==> src/rtl/nco_cfg.svh <==
// offsets, field positions, reset values and widths of the oscillator block
`ifndef NCO_CFG_SVH
`define NCO_CFG_SVH
// register byte addresses on the apb bus
`define NCO_OFS_CTRL 8'h00
`define NCO_OFS_CLKCFG 8'h04
`define NCO_OFS_ACC_LOW 8'h08
`define NCO_OFS_ACC_HIGH 8'h0C
`define NCO_OFS_ACC_UPPER 8'h10
`define NCO_OFS_STEP_LOW 8'h14
`define NCO_OFS_STEP_HIGH 8'h18
`define NCO_OFS_STEP_UPPER 8'h1C
`define NCO_OFS_IRQ 8'h20
// control register fields
`define NCO_CTRL_ON 7
`define NCO_CTRL_LEVEL 5
`define NCO_CTRL_INV 4
`define NCO_CTRL_PFM 0
// clock configuration fields
`define NCO_CLK_PWS_LSB 5
`define NCO_CLK_CKS_LSB 0
// interrupt register fields
`define NCO_IRQ_FLAG 0
`define NCO_IRQ_EN 1
`define NCO_IRQ_PGATE 2
`define NCO_IRQ_GGATE 3
// clock source codes
`define NCO_CKS_FAST 2'h0
`define NCO_CKS_SYS 2'h1
`define NCO_CKS_LC3 2'h2
// reset value of every register
`define NCO_RST_BYTE 8'h00
// accumulator width and pulse counter width
`define NCO_ACC_W 20
`define NCO_PCNT_W 7
`endif

==> src/rtl/nco_pkg.sv <==
// types shared by the oscillator block
package nco_pkg;
  // control bits that software writes
  typedef struct packed {
    logic module_on;
    logic output_invert;
    logic pulse_frequency_select;
  } nco_ctrl_t;
  // clock configuration fields
  typedef struct packed {
    logic [2:0] pulse_width_select;
    logic [1:0] clock_source_select;
  } nco_clkcfg_t;
  // interrupt enable and gate bits
  typedef struct packed {
    logic overflow_irq_enable;
    logic peripheral_irq_gate;
    logic global_irq_gate;
  } nco_irqcfg_t;
  // candidate oscillator input clocks, arriving as plain pins
  typedef struct packed {
    logic internal_fast_osc;
    logic system_osc;
    logic logic_cell3_output;
  } nco_clk_src_t;
  // increment buffer transfer sequence
  typedef enum logic [1:0] {
    LD_IDLE,
    LD_ARMED,
    LD_SEEN1
  } nco_load_state_t;
endpackage : nco_pkg

==> src/rtl/nco_top.sv <==
// numerically controlled oscillator with apb register access
// Behaviour
// - 20-bit accumulator visible as three bytes
// - add buffered step on each input clock edge
// - accumulator carry is the raw overflow
// - 20-bit step in three rw byte registers
// - enabled: low write loads buffers on second edge
// - disabled: step write loads buffers immediately
// - step buffers hidden from software
// - fixed duty mode toggles output per overflow
// - pulse mode: active for selected periods
// - pulse starts on next edge after overflow
// - width code selects 2 to the code periods
// - invert bit flips output, final stage
// - polarity change with irq enabled sets flag
// - control bit 5 reads output level
// - control bit 7 enables the oscillator
// - source field picks fast, system, logic cell
// - overflow sets flag; irq needs all gates
// - reset clears all registers to zero
// - keep fast oscillator running when selected, enabled
// - unimplemented bits read as zero
// - upper bytes hold bits 19-16, rest zero
`timescale 1ns/1ps
`default_nettype none
`include "nco_cfg.svh"

module nco_top (
  // clock and reset
  input wire logic core_clk_i,
  input wire logic reset_n_i,
  // apb slave
  input wire logic psel_i,
  input wire logic penable_i,
  input wire logic pwrite_i,
  input wire logic [7:0] paddr_i,
  input wire logic [31:0] pwdata_i,
  output logic [31:0] prdata_o,
  output logic pready_o,
  output logic pslverr_o,
  // oscillator input clock candidates
  input wire nco_pkg::nco_clk_src_t clk_src_i,
  // oscillator results
  output logic nco_out_o,
  output logic irq_o,
  output logic fast_osc_keep_o
);
  import nco_pkg::*;

  // ****************************************
  // register state
  // ****************************************
  nco_ctrl_t ctrl; // software control bits
  nco_ctrl_t next_ctrl;
  nco_clkcfg_t clkcfg; // source and width fields
  nco_clkcfg_t next_clkcfg;
  nco_irqcfg_t irqcfg; // interrupt enables
  nco_irqcfg_t next_irqcfg;
  logic [`NCO_ACC_W-1:0] step; // visible increment
  logic [`NCO_ACC_W-1:0] next_step;
  logic flag; // sticky overflow flag
  logic next_flag;
  logic inv_d; // previous polarity, for change detection
  logic next_inv_d;
  logic [31:0] next_prdata;
  logic next_pready;
  logic next_pslverr;
  logic next_irq;

  // ****************************************
  // engine state
  // ****************************************
  logic [`NCO_ACC_W-1:0] acc; // phase accumulator
  logic [`NCO_ACC_W-1:0] next_acc;
  logic [`NCO_ACC_W-1:0] inc_buf; // hidden increment buffer
  logic [`NCO_ACC_W-1:0] next_inc_buf;
  nco_load_state_t ld_state; // buffer transfer sequence
  nco_load_state_t next_ld_state;
  logic imm_load; // pending immediate load while disabled
  logic next_imm_load;
  logic raw; // output before polarity
  logic next_raw;
  logic ovf_pend; // overflow waiting for the next edge
  logic next_ovf_pend;
  logic [`NCO_PCNT_W-1:0] pcnt; // remaining pulse periods
  logic [`NCO_PCNT_W-1:0] next_pcnt;
  logic next_out;
  logic next_keep;

  // ****************************************
  // synchronisers and edge detect
  // ****************************************
  logic [2:0] src_s1; // first stage, read only by second
  logic [2:0] src_s2; // synchronised sources
  logic sel_d; // selected source one cycle ago
  logic sel_now; // selected synchronised source
  logic tick; // one-cycle pulse per input clock rising edge

  // two flops per source before any logic reads it
  always_ff @(posedge core_clk_i or negedge reset_n_i)
  begin
    if (!reset_n_i)
    begin
      src_s1 <= 3'h0;
      src_s2 <= 3'h0;
      sel_d <= 1'b0;
    end
    else
    begin
      src_s1 <= clk_src_i;
      src_s2 <= src_s1;
      sel_d <= sel_now;
    end
  end

  // source select and rising edge detection
  always_comb
  begin
    unique case (clkcfg.clock_source_select)
      `NCO_CKS_FAST: sel_now = src_s2[2];
      `NCO_CKS_SYS: sel_now = src_s2[1];
      `NCO_CKS_LC3: sel_now = src_s2[0];
      default: sel_now = 1'b0; // reserved code gives no clock
    endcase
    tick = sel_now & ~sel_d & ctrl.module_on;
  end

  // ****************************************
  // apb decode
  // ****************************************
  logic acc_taken; // access completes this cycle
  logic wr_en;
  logic rd_hit; // address is mapped
  logic step_wr; // any step byte written
  logic low_wr; // step low byte written
  logic [2:0] acc_wr; // accumulator byte writes
  logic flag_clr; // software writes flag to zero
  logic [19:0] sum_lo;
  logic carry; // raw overflow event
  logic [7:0] wb; // written byte

  // decode of the completing transfer
  always_comb
  begin
    acc_taken = psel_i & penable_i & pready_o;
    wr_en = acc_taken & pwrite_i;
    wb = pwdata_i[7:0];
    rd_hit = paddr_i inside {`NCO_OFS_CTRL, `NCO_OFS_CLKCFG, `NCO_OFS_ACC_LOW, `NCO_OFS_ACC_HIGH,
      `NCO_OFS_ACC_UPPER, `NCO_OFS_STEP_LOW, `NCO_OFS_STEP_HIGH, `NCO_OFS_STEP_UPPER, `NCO_OFS_IRQ};
    low_wr = wr_en & (paddr_i == `NCO_OFS_STEP_LOW);
    step_wr = low_wr | (wr_en & ((paddr_i == `NCO_OFS_STEP_HIGH) | (paddr_i == `NCO_OFS_STEP_UPPER)));
    acc_wr[0] = wr_en & (paddr_i == `NCO_OFS_ACC_LOW);
    acc_wr[1] = wr_en & (paddr_i == `NCO_OFS_ACC_HIGH);
    acc_wr[2] = wr_en & (paddr_i == `NCO_OFS_ACC_UPPER);
    flag_clr = wr_en & (paddr_i == `NCO_OFS_IRQ) & ~wb[`NCO_IRQ_FLAG];
  end

  // ****************************************
  // register next values
  // ****************************************
  always_comb
  begin
    next_ctrl = ctrl;
    next_clkcfg = clkcfg;
    next_irqcfg = irqcfg;
    next_step = step;
    next_inv_d = ctrl.output_invert;
    next_pready = psel_i & penable_i & ~pready_o; // one wait state
    next_pslverr = psel_i & penable_i & ~pready_o & ~rd_hit;
    next_prdata = prdata_o;
    if (wr_en)
    begin
      unique case (paddr_i)
        `NCO_OFS_CTRL:
        begin
          next_ctrl.module_on = wb[`NCO_CTRL_ON];
          next_ctrl.output_invert = wb[`NCO_CTRL_INV];
          next_ctrl.pulse_frequency_select = wb[`NCO_CTRL_PFM];
        end
        `NCO_OFS_CLKCFG:
        begin
          next_clkcfg.pulse_width_select = wb[`NCO_CLK_PWS_LSB +: 3];
          next_clkcfg.clock_source_select = wb[`NCO_CLK_CKS_LSB +: 2];
        end
        `NCO_OFS_STEP_LOW: next_step[7:0] = wb;
        `NCO_OFS_STEP_HIGH: next_step[15:8] = wb;
        `NCO_OFS_STEP_UPPER: next_step[19:16] = wb[3:0];
        `NCO_OFS_IRQ:
        begin
          next_irqcfg.overflow_irq_enable = wb[`NCO_IRQ_EN];
          next_irqcfg.peripheral_irq_gate = wb[`NCO_IRQ_PGATE];
          next_irqcfg.global_irq_gate = wb[`NCO_IRQ_GGATE];
        end
        default: next_step = step; // accumulator and unmapped handled elsewhere
      endcase
    end
    // read data latched with the answer; hidden buffer has no address
    if (psel_i & penable_i & ~pready_o & ~pwrite_i)
    begin
      next_prdata = 32'h0000_0000;
      unique case (paddr_i)
        `NCO_OFS_CTRL:
          next_prdata[7:0] = {ctrl.module_on, 1'b0, nco_out_o, ctrl.output_invert, 3'h0,
            ctrl.pulse_frequency_select};
        `NCO_OFS_CLKCFG:
          next_prdata[7:0] = {clkcfg.pulse_width_select, 3'h0, clkcfg.clock_source_select};
        `NCO_OFS_ACC_LOW: next_prdata[7:0] = acc[7:0];
        `NCO_OFS_ACC_HIGH: next_prdata[7:0] = acc[15:8];
        `NCO_OFS_ACC_UPPER: next_prdata[3:0] = acc[19:16];
        `NCO_OFS_STEP_LOW: next_prdata[7:0] = step[7:0];
        `NCO_OFS_STEP_HIGH: next_prdata[7:0] = step[15:8];
        `NCO_OFS_STEP_UPPER: next_prdata[3:0] = step[19:16];
        `NCO_OFS_IRQ:
          next_prdata[3:0] = {irqcfg.global_irq_gate, irqcfg.peripheral_irq_gate,
            irqcfg.overflow_irq_enable, flag};
        default: next_prdata = 32'h0000_0000; // unmapped reads zero with error
      endcase
    end
    // set wins over a clear in the same cycle
    next_flag = flag & ~flag_clr;
    if (carry)
      next_flag = 1'b1;
    if ((ctrl.output_invert != inv_d) & irqcfg.overflow_irq_enable)
      next_flag = 1'b1;
    next_irq = next_flag & ctrl.module_on & irqcfg.overflow_irq_enable &
      irqcfg.peripheral_irq_gate & irqcfg.global_irq_gate;
    next_keep = ctrl.module_on & (clkcfg.clock_source_select == `NCO_CKS_FAST);
  end

  // register flops, all cleared at reset
  always_ff @(posedge core_clk_i or negedge reset_n_i)
  begin
    if (!reset_n_i)
    begin
      ctrl <= '0;
      clkcfg <= '0;
      irqcfg <= '0;
      step <= '0;
      flag <= 1'b0;
      inv_d <= 1'b0;
      prdata_o <= 32'h0000_0000;
      pready_o <= 1'b0;
      pslverr_o <= 1'b0;
      irq_o <= 1'b0;
      fast_osc_keep_o <= 1'b0;
    end
    else
    begin
      ctrl <= next_ctrl;
      clkcfg <= next_clkcfg;
      irqcfg <= next_irqcfg;
      step <= next_step;
      flag <= next_flag;
      inv_d <= next_inv_d;
      prdata_o <= next_prdata;
      pready_o <= next_pready;
      pslverr_o <= next_pslverr;
      irq_o <= next_irq;
      fast_osc_keep_o <= next_keep;
    end
  end

  // ****************************************
  // accumulator, buffer and output engine
  // ****************************************
  logic [`NCO_ACC_W:0] sum; // carry plus wrapped sum

  always_comb
  begin
    sum = {1'b0, acc} + {1'b0, inc_buf};
    sum_lo = sum[`NCO_ACC_W-1:0]; // wraps modulo 2 to the 20
    carry = tick & sum[`NCO_ACC_W];
    next_acc = acc;
    if (tick)
      next_acc = sum_lo; // disabled gives no tick, acc holds
    // software writes win over an addition in the same cycle
    if (acc_wr[0])
      next_acc[7:0] = wb;
    if (acc_wr[1])
      next_acc[15:8] = wb;
    if (acc_wr[2])
      next_acc[19:16] = wb[3:0];
    // buffer transfer: armed by low byte write while enabled
    next_ld_state = ld_state;
    next_inc_buf = inc_buf;
    next_imm_load = ~ctrl.module_on & step_wr;
    if (imm_load)
      next_inc_buf = step;
    unique case (ld_state)
      LD_IDLE:
        if (tick)
          next_ld_state = LD_IDLE;
      LD_ARMED:
        if (tick)
          next_ld_state = LD_SEEN1;
      LD_SEEN1:
        if (tick)
        begin
          next_inc_buf = step; // second edge after the write
          next_ld_state = LD_IDLE;
        end
    endcase
    if (~ctrl.module_on)
      next_ld_state = LD_IDLE;
    else if (low_wr) // high and upper expected first
      next_ld_state = LD_ARMED;
    // output stage
    next_raw = raw;
    next_pcnt = pcnt;
    next_ovf_pend = ovf_pend;
    if (~ctrl.module_on)
    begin
      next_raw = 1'b0;
      next_ovf_pend = 1'b0;
      next_pcnt = '0;
    end
    else if (~ctrl.pulse_frequency_select)
    begin
      next_ovf_pend = 1'b0;
      if (carry)
        next_raw = ~raw;
    end
    else if (tick)
    begin
      next_ovf_pend = carry;
      if (ovf_pend)
      begin
        next_raw = 1'b1;
        next_pcnt = `NCO_PCNT_W'((8'h01 << clkcfg.pulse_width_select) - 8'h01);
      end
      else if (raw & (pcnt != '0))
        next_pcnt = pcnt - `NCO_PCNT_W'(1);
      else
        next_raw = 1'b0; // count spent or no pulse: output goes low
    end
    next_out = next_raw ^ ctrl.output_invert;
  end

  // engine flops
  always_ff @(posedge core_clk_i or negedge reset_n_i)
  begin
    if (!reset_n_i)
    begin
      acc <= '0;
      inc_buf <= '0;
      ld_state <= LD_IDLE;
      imm_load <= 1'b0;
      raw <= 1'b0;
      ovf_pend <= 1'b0;
      pcnt <= '0;
      nco_out_o <= 1'b0;
    end
    else
    begin
      acc <= next_acc;
      inc_buf <= next_inc_buf;
      ld_state <= next_ld_state;
      imm_load <= next_imm_load;
      raw <= next_raw;
      ovf_pend <= next_ovf_pend;
      pcnt <= next_pcnt;
      nco_out_o <= next_out;
    end
  end
endmodule : nco_top
`default_nettype wire

==> config.mk <==
export PLATFORM = sky130hd
export DESIGN_NAME = nco_top
export DESIGN_NICKNAME = d
export VERILOG_FILES = /design/src/rtl/nco_pkg.sv /design/src/rtl/nco_top.sv
export VERILOG_INCLUDE_DIRS = /design/src /design/src/rtl
export SDC_FILE = /design/constraint.sdc
export NUM_CORES = 1
export LEC_CHECK = 0
export BUFFER_PORTS_ARGS = -buffer_cell sky130_fd_sc_hd__buf_2
export CORE_MARGIN = 2
export CORE_UTILIZATION = 50
export DETAILED_ROUTE_END_ITERATION = 8
export PLACE_DENSITY = 0.71
export SYNTH_ARGS = -nofsm -noshare
export SYNTH_HDL_FRONTEND = slang
export SYNTH_SLANG_ARGS = --single-unit
==> constraint.sdc <==
create_clock -name core_clk_i -period 5.2 [get_ports core_clk_i]
set_input_delay 1.3 -clock core_clk_i [delete_from_list [all_inputs] [get_ports core_clk_i]]
set_output_delay 1.3 -clock core_clk_i [all_outputs]
set_load 0.02 [all_outputs]
==> run_results.csv <==
group,metric,value,unit
routing,wire_per_inst,20.3,um
logic_synthesis,avgSynthCellArea,10.2,um2
logic_synthesis,synth_seq_cells,105,
logic_synthesis,synth-main-ff-cell,"dfrtp_1",
routing,ant_nets,0,
routing,routed_via_density,6.31,
sta,slew_viol_final,0,
layout,postLayoutCellArea,6600,um2
cts,ctsHtreeMaxLevel,3,
cts,worstSkewPairLatency,350,ps
layout,diodes,0,
sta,min_period,3000,ps
outcome,outcome,"finished clean",
sta,fmax,334,MHz
placed_design,dpl_cell_area,6290,um2
power,power_density,248,nW/um2
sta,fin_crit_sh,57.7,%
logic_synthesis,netlist_instances,594,
critical_path,path_class,"in -> reg",
routing,via_count,4893,
cts,cts_resized,0,
sta,fin_setup_tns,0,ps
critical_path,path_max_fanout,17,
floorplan,rows,40,
cts,clk_pin_slew_worst_paths,80,ps
cts,cts_sinks,105,
cts,holdBufCountCts,0,
logic_synthesis,yosysUniqueCellTypes,74,
critical_path,start_kind,"input pin",
critical_path,crit_required,5440,ps
global_routing,grt_pass1_vias,4615,
power,vdd_drop_max,0.000160,V
logic_synthesis,ys_seq_area_share,43.2,%
floorplan,core,12000,um2
placed_design,portBuffers,36,
logic_synthesis,synth_edf_count,0,
floorplan,initial_core_util,50.9,%
routing,drt_iter0_markers,551,
placed_design,place_congestion,0.985,
layout,drive_above_1_share,20.2,%
global_routing,grt_overflow_total,0,
routing,drc,0,
logic_synthesis,yosysWarnings,0,
logic_synthesis,async_reset_ff_share,100,%
worst_hold_path,hold_class,"reg -> reg",
routing,routed_wl,15700,um
placed_design,hpwl,11500,um
layout,fillers,1055,
sta,skew,8.21,ps
critical_path,crit_path_end_kind,"flop",
cts,clock_path_buffers,2,
global_routing,antenna_found_initial,0,
routing,dr.pass1.iters,6,
floorplan,die_y,114,um
logic_synthesis,yosys.area.top_type,"dfrtp_1",
floorplan,io_pins,85,
floorplan,die_w,114,um
layout,final_nets,693,
logic_synthesis,synth.cell_area,6080,um2
power,cellLeakagePower,0.00307,uW
critical_path,crit_arrival,3240,ps
run,maxCapViolations,0,
cts,root_buffer,"clkbuf_16",
logic_synthesis,yosys-top-cells-area,"dfrtp_1 43%, mux2_2 10%, ha_1 4.3%",
floorplan,dieArea,13100,um2
layout,area_growth,8.47,%
sta,worstMarginPinSlew,1110,ps
cts,cts_tree,"yes",
global_routing,grt_pass1_wl,24500,um
logic_synthesis,yosysTopAreaCellShare,43.2,%
global_routing,grt_max_degree,75,
cts,postCtsSetupBuffers,0,
cts,cts_buffers,9,
sta,rsz0062_at_grt,"no",
sta,finalSetupViolCount,0,
sta,hold_viol,0,
sta,slew_headroom,26.1,%
global_routing,track_usage,24.5,%
## area by class of cell
type	instances	area (um2)	share of cell area, %
inverters	6	22.5	0.341
multi-input cells	463	3260	49.5
clock inverters	7	78.8	1.19
clock buffers	9	225	3.41
well taps	147	184	2.79
flip-flops and latches	105	2630	39.8
repair buffers	38	198	3.00
## worst paths after layout
| path | to | cells after the start | slack, ps | start |
|---|---|---|---|---|
| worst min-delay path | src_s2[2] | 0 | 360 | src_s1[2] |
| worst max-delay path | acc[2] | 6 | 2200 | paddr_i[2] |
| min in group asynchronous | pcnt[6] | 1 | 1080 | reset_n_i |
| worst min register to register | src_s2[2] | 0 | 360 | src_s1[2] |
| worst max register to register | irq_o | 9 | 2400 | acc[0] |
| max in group asynchronous | inc_buf[10] | 2 | 3120 | reset_n_i |
## kinds of logic (layout without fill, tap and decap cells)
logic type	after synthesis	in the layout	synth area share (%)
AOI/OAI and AO/OA	161	161	18.0
xor gates and xnor gates	22	22	3.17
muxes	61	61	11.2
adders and majority gates	22	22	4.65
DFF	105	105	43.2
other	1	24	0.0616
and+or+nand+nor	173	173	15.1
buffers and inverters	49	60	4.69
## sequential cells by signal (all words and copies together), names as in the netlist
register	flops
nco_out_o	1
step	20
pcnt	7
irqcfg	3
next_inv_d	1
src_s2	3
sel_d	1
irq_o	1
inc_buf	20
ld_state	2
pslverr_o	1
src_s1	3
raw	1
imm_load	1
ctrl	2
flag	1
ovf_pend	1
pready_o	1
prdata_o	8
inv_d	1
acc	20
clkcfg	5
fast_osc_keep_o	1
## per-stage QoR
step           setup slack [ps]  instances  total power [uW]  util, %  hold WS (ps)
3_5_place_dp               1880        759               955     52.6           336
4_1_cts                    2250        775              1650     55.2           366
5_1_grt                    2070        775              1690     55.2           375
2_1_floorplan              2390        617               919        -           331
6_report                   2200        775              1640     55.2           364
3_3_place_gp               1900        759               953     52.6           341
## critical path, cell delays in order
cell	delay (ps)
buf_2	210
nor3_1	360
nand2_1	150
nor2_2	360
nand2_1	440
mux2_2	400
## cells in the mapped netlist, types with 3 or more instances
cell and instances:
mux2i_1 6, a21oi_1 44, o21a_1 5, nand2b_1 3, a221oi_1 7, nor2_1 43, mux2_2 55, nand4_1 5
buf_4 25, ha_1 21, nand3b_1 5, clkbuf_1 11, a211oi_1 4, nor3b_1 3, inv_1 5, nor2b_1 6
a22oi_1 9, xor2_1 9, nand3_1 14, o31ai_1 4, dfrtp_1 105, nor3_1 9, o21bai_1 3, a32o_1 3
buf_2 5, xnor2_1 13, a22o_1 14, or3_1 3, and3_1 12, o21ai_0 26, a21boi_0 3, a21o_1 8
a31oi_1 8, o22ai_1 3, nand2_1 48
## report_power, final
group	internal (uW)	switching, uW	total, uW
combinational	29.1	80.4	109
clock	379	318	697
sequential	824	7.41	832
## metal layers
layer	GRT usage, %	part of all wire, %
met5	0	0
met4	7.64	2.3
met3	5.35	8.0
met2	40.0	48
met1	32.8	42
## cell usage in the layout (no fill, tap or decap), types with 4 or more instances in the layout
cell	count
a211oi_1	4
a21o_1	8
a21oi_1	44
a221oi_1	7
a22o_1	14
a22oi_1	9
a31oi_1	7
and3_1	12
buf_2	35
clkbuf_16	9
conb_1	24
dfrtp_1	105
ha_1	21
inv_1	5
mux2_2	55
mux2i_1	6
nand2_1	48
nand3_1	14
nand3b_1	5
nand4_1	5
nor2_1	43
nor2b_1	6
nor3_1	9
o21a_1	5
o21ai_0	26
o31ai_1	4
xnor2_1	13
xor2_1	9
Power figures use the tool's default switching activity.
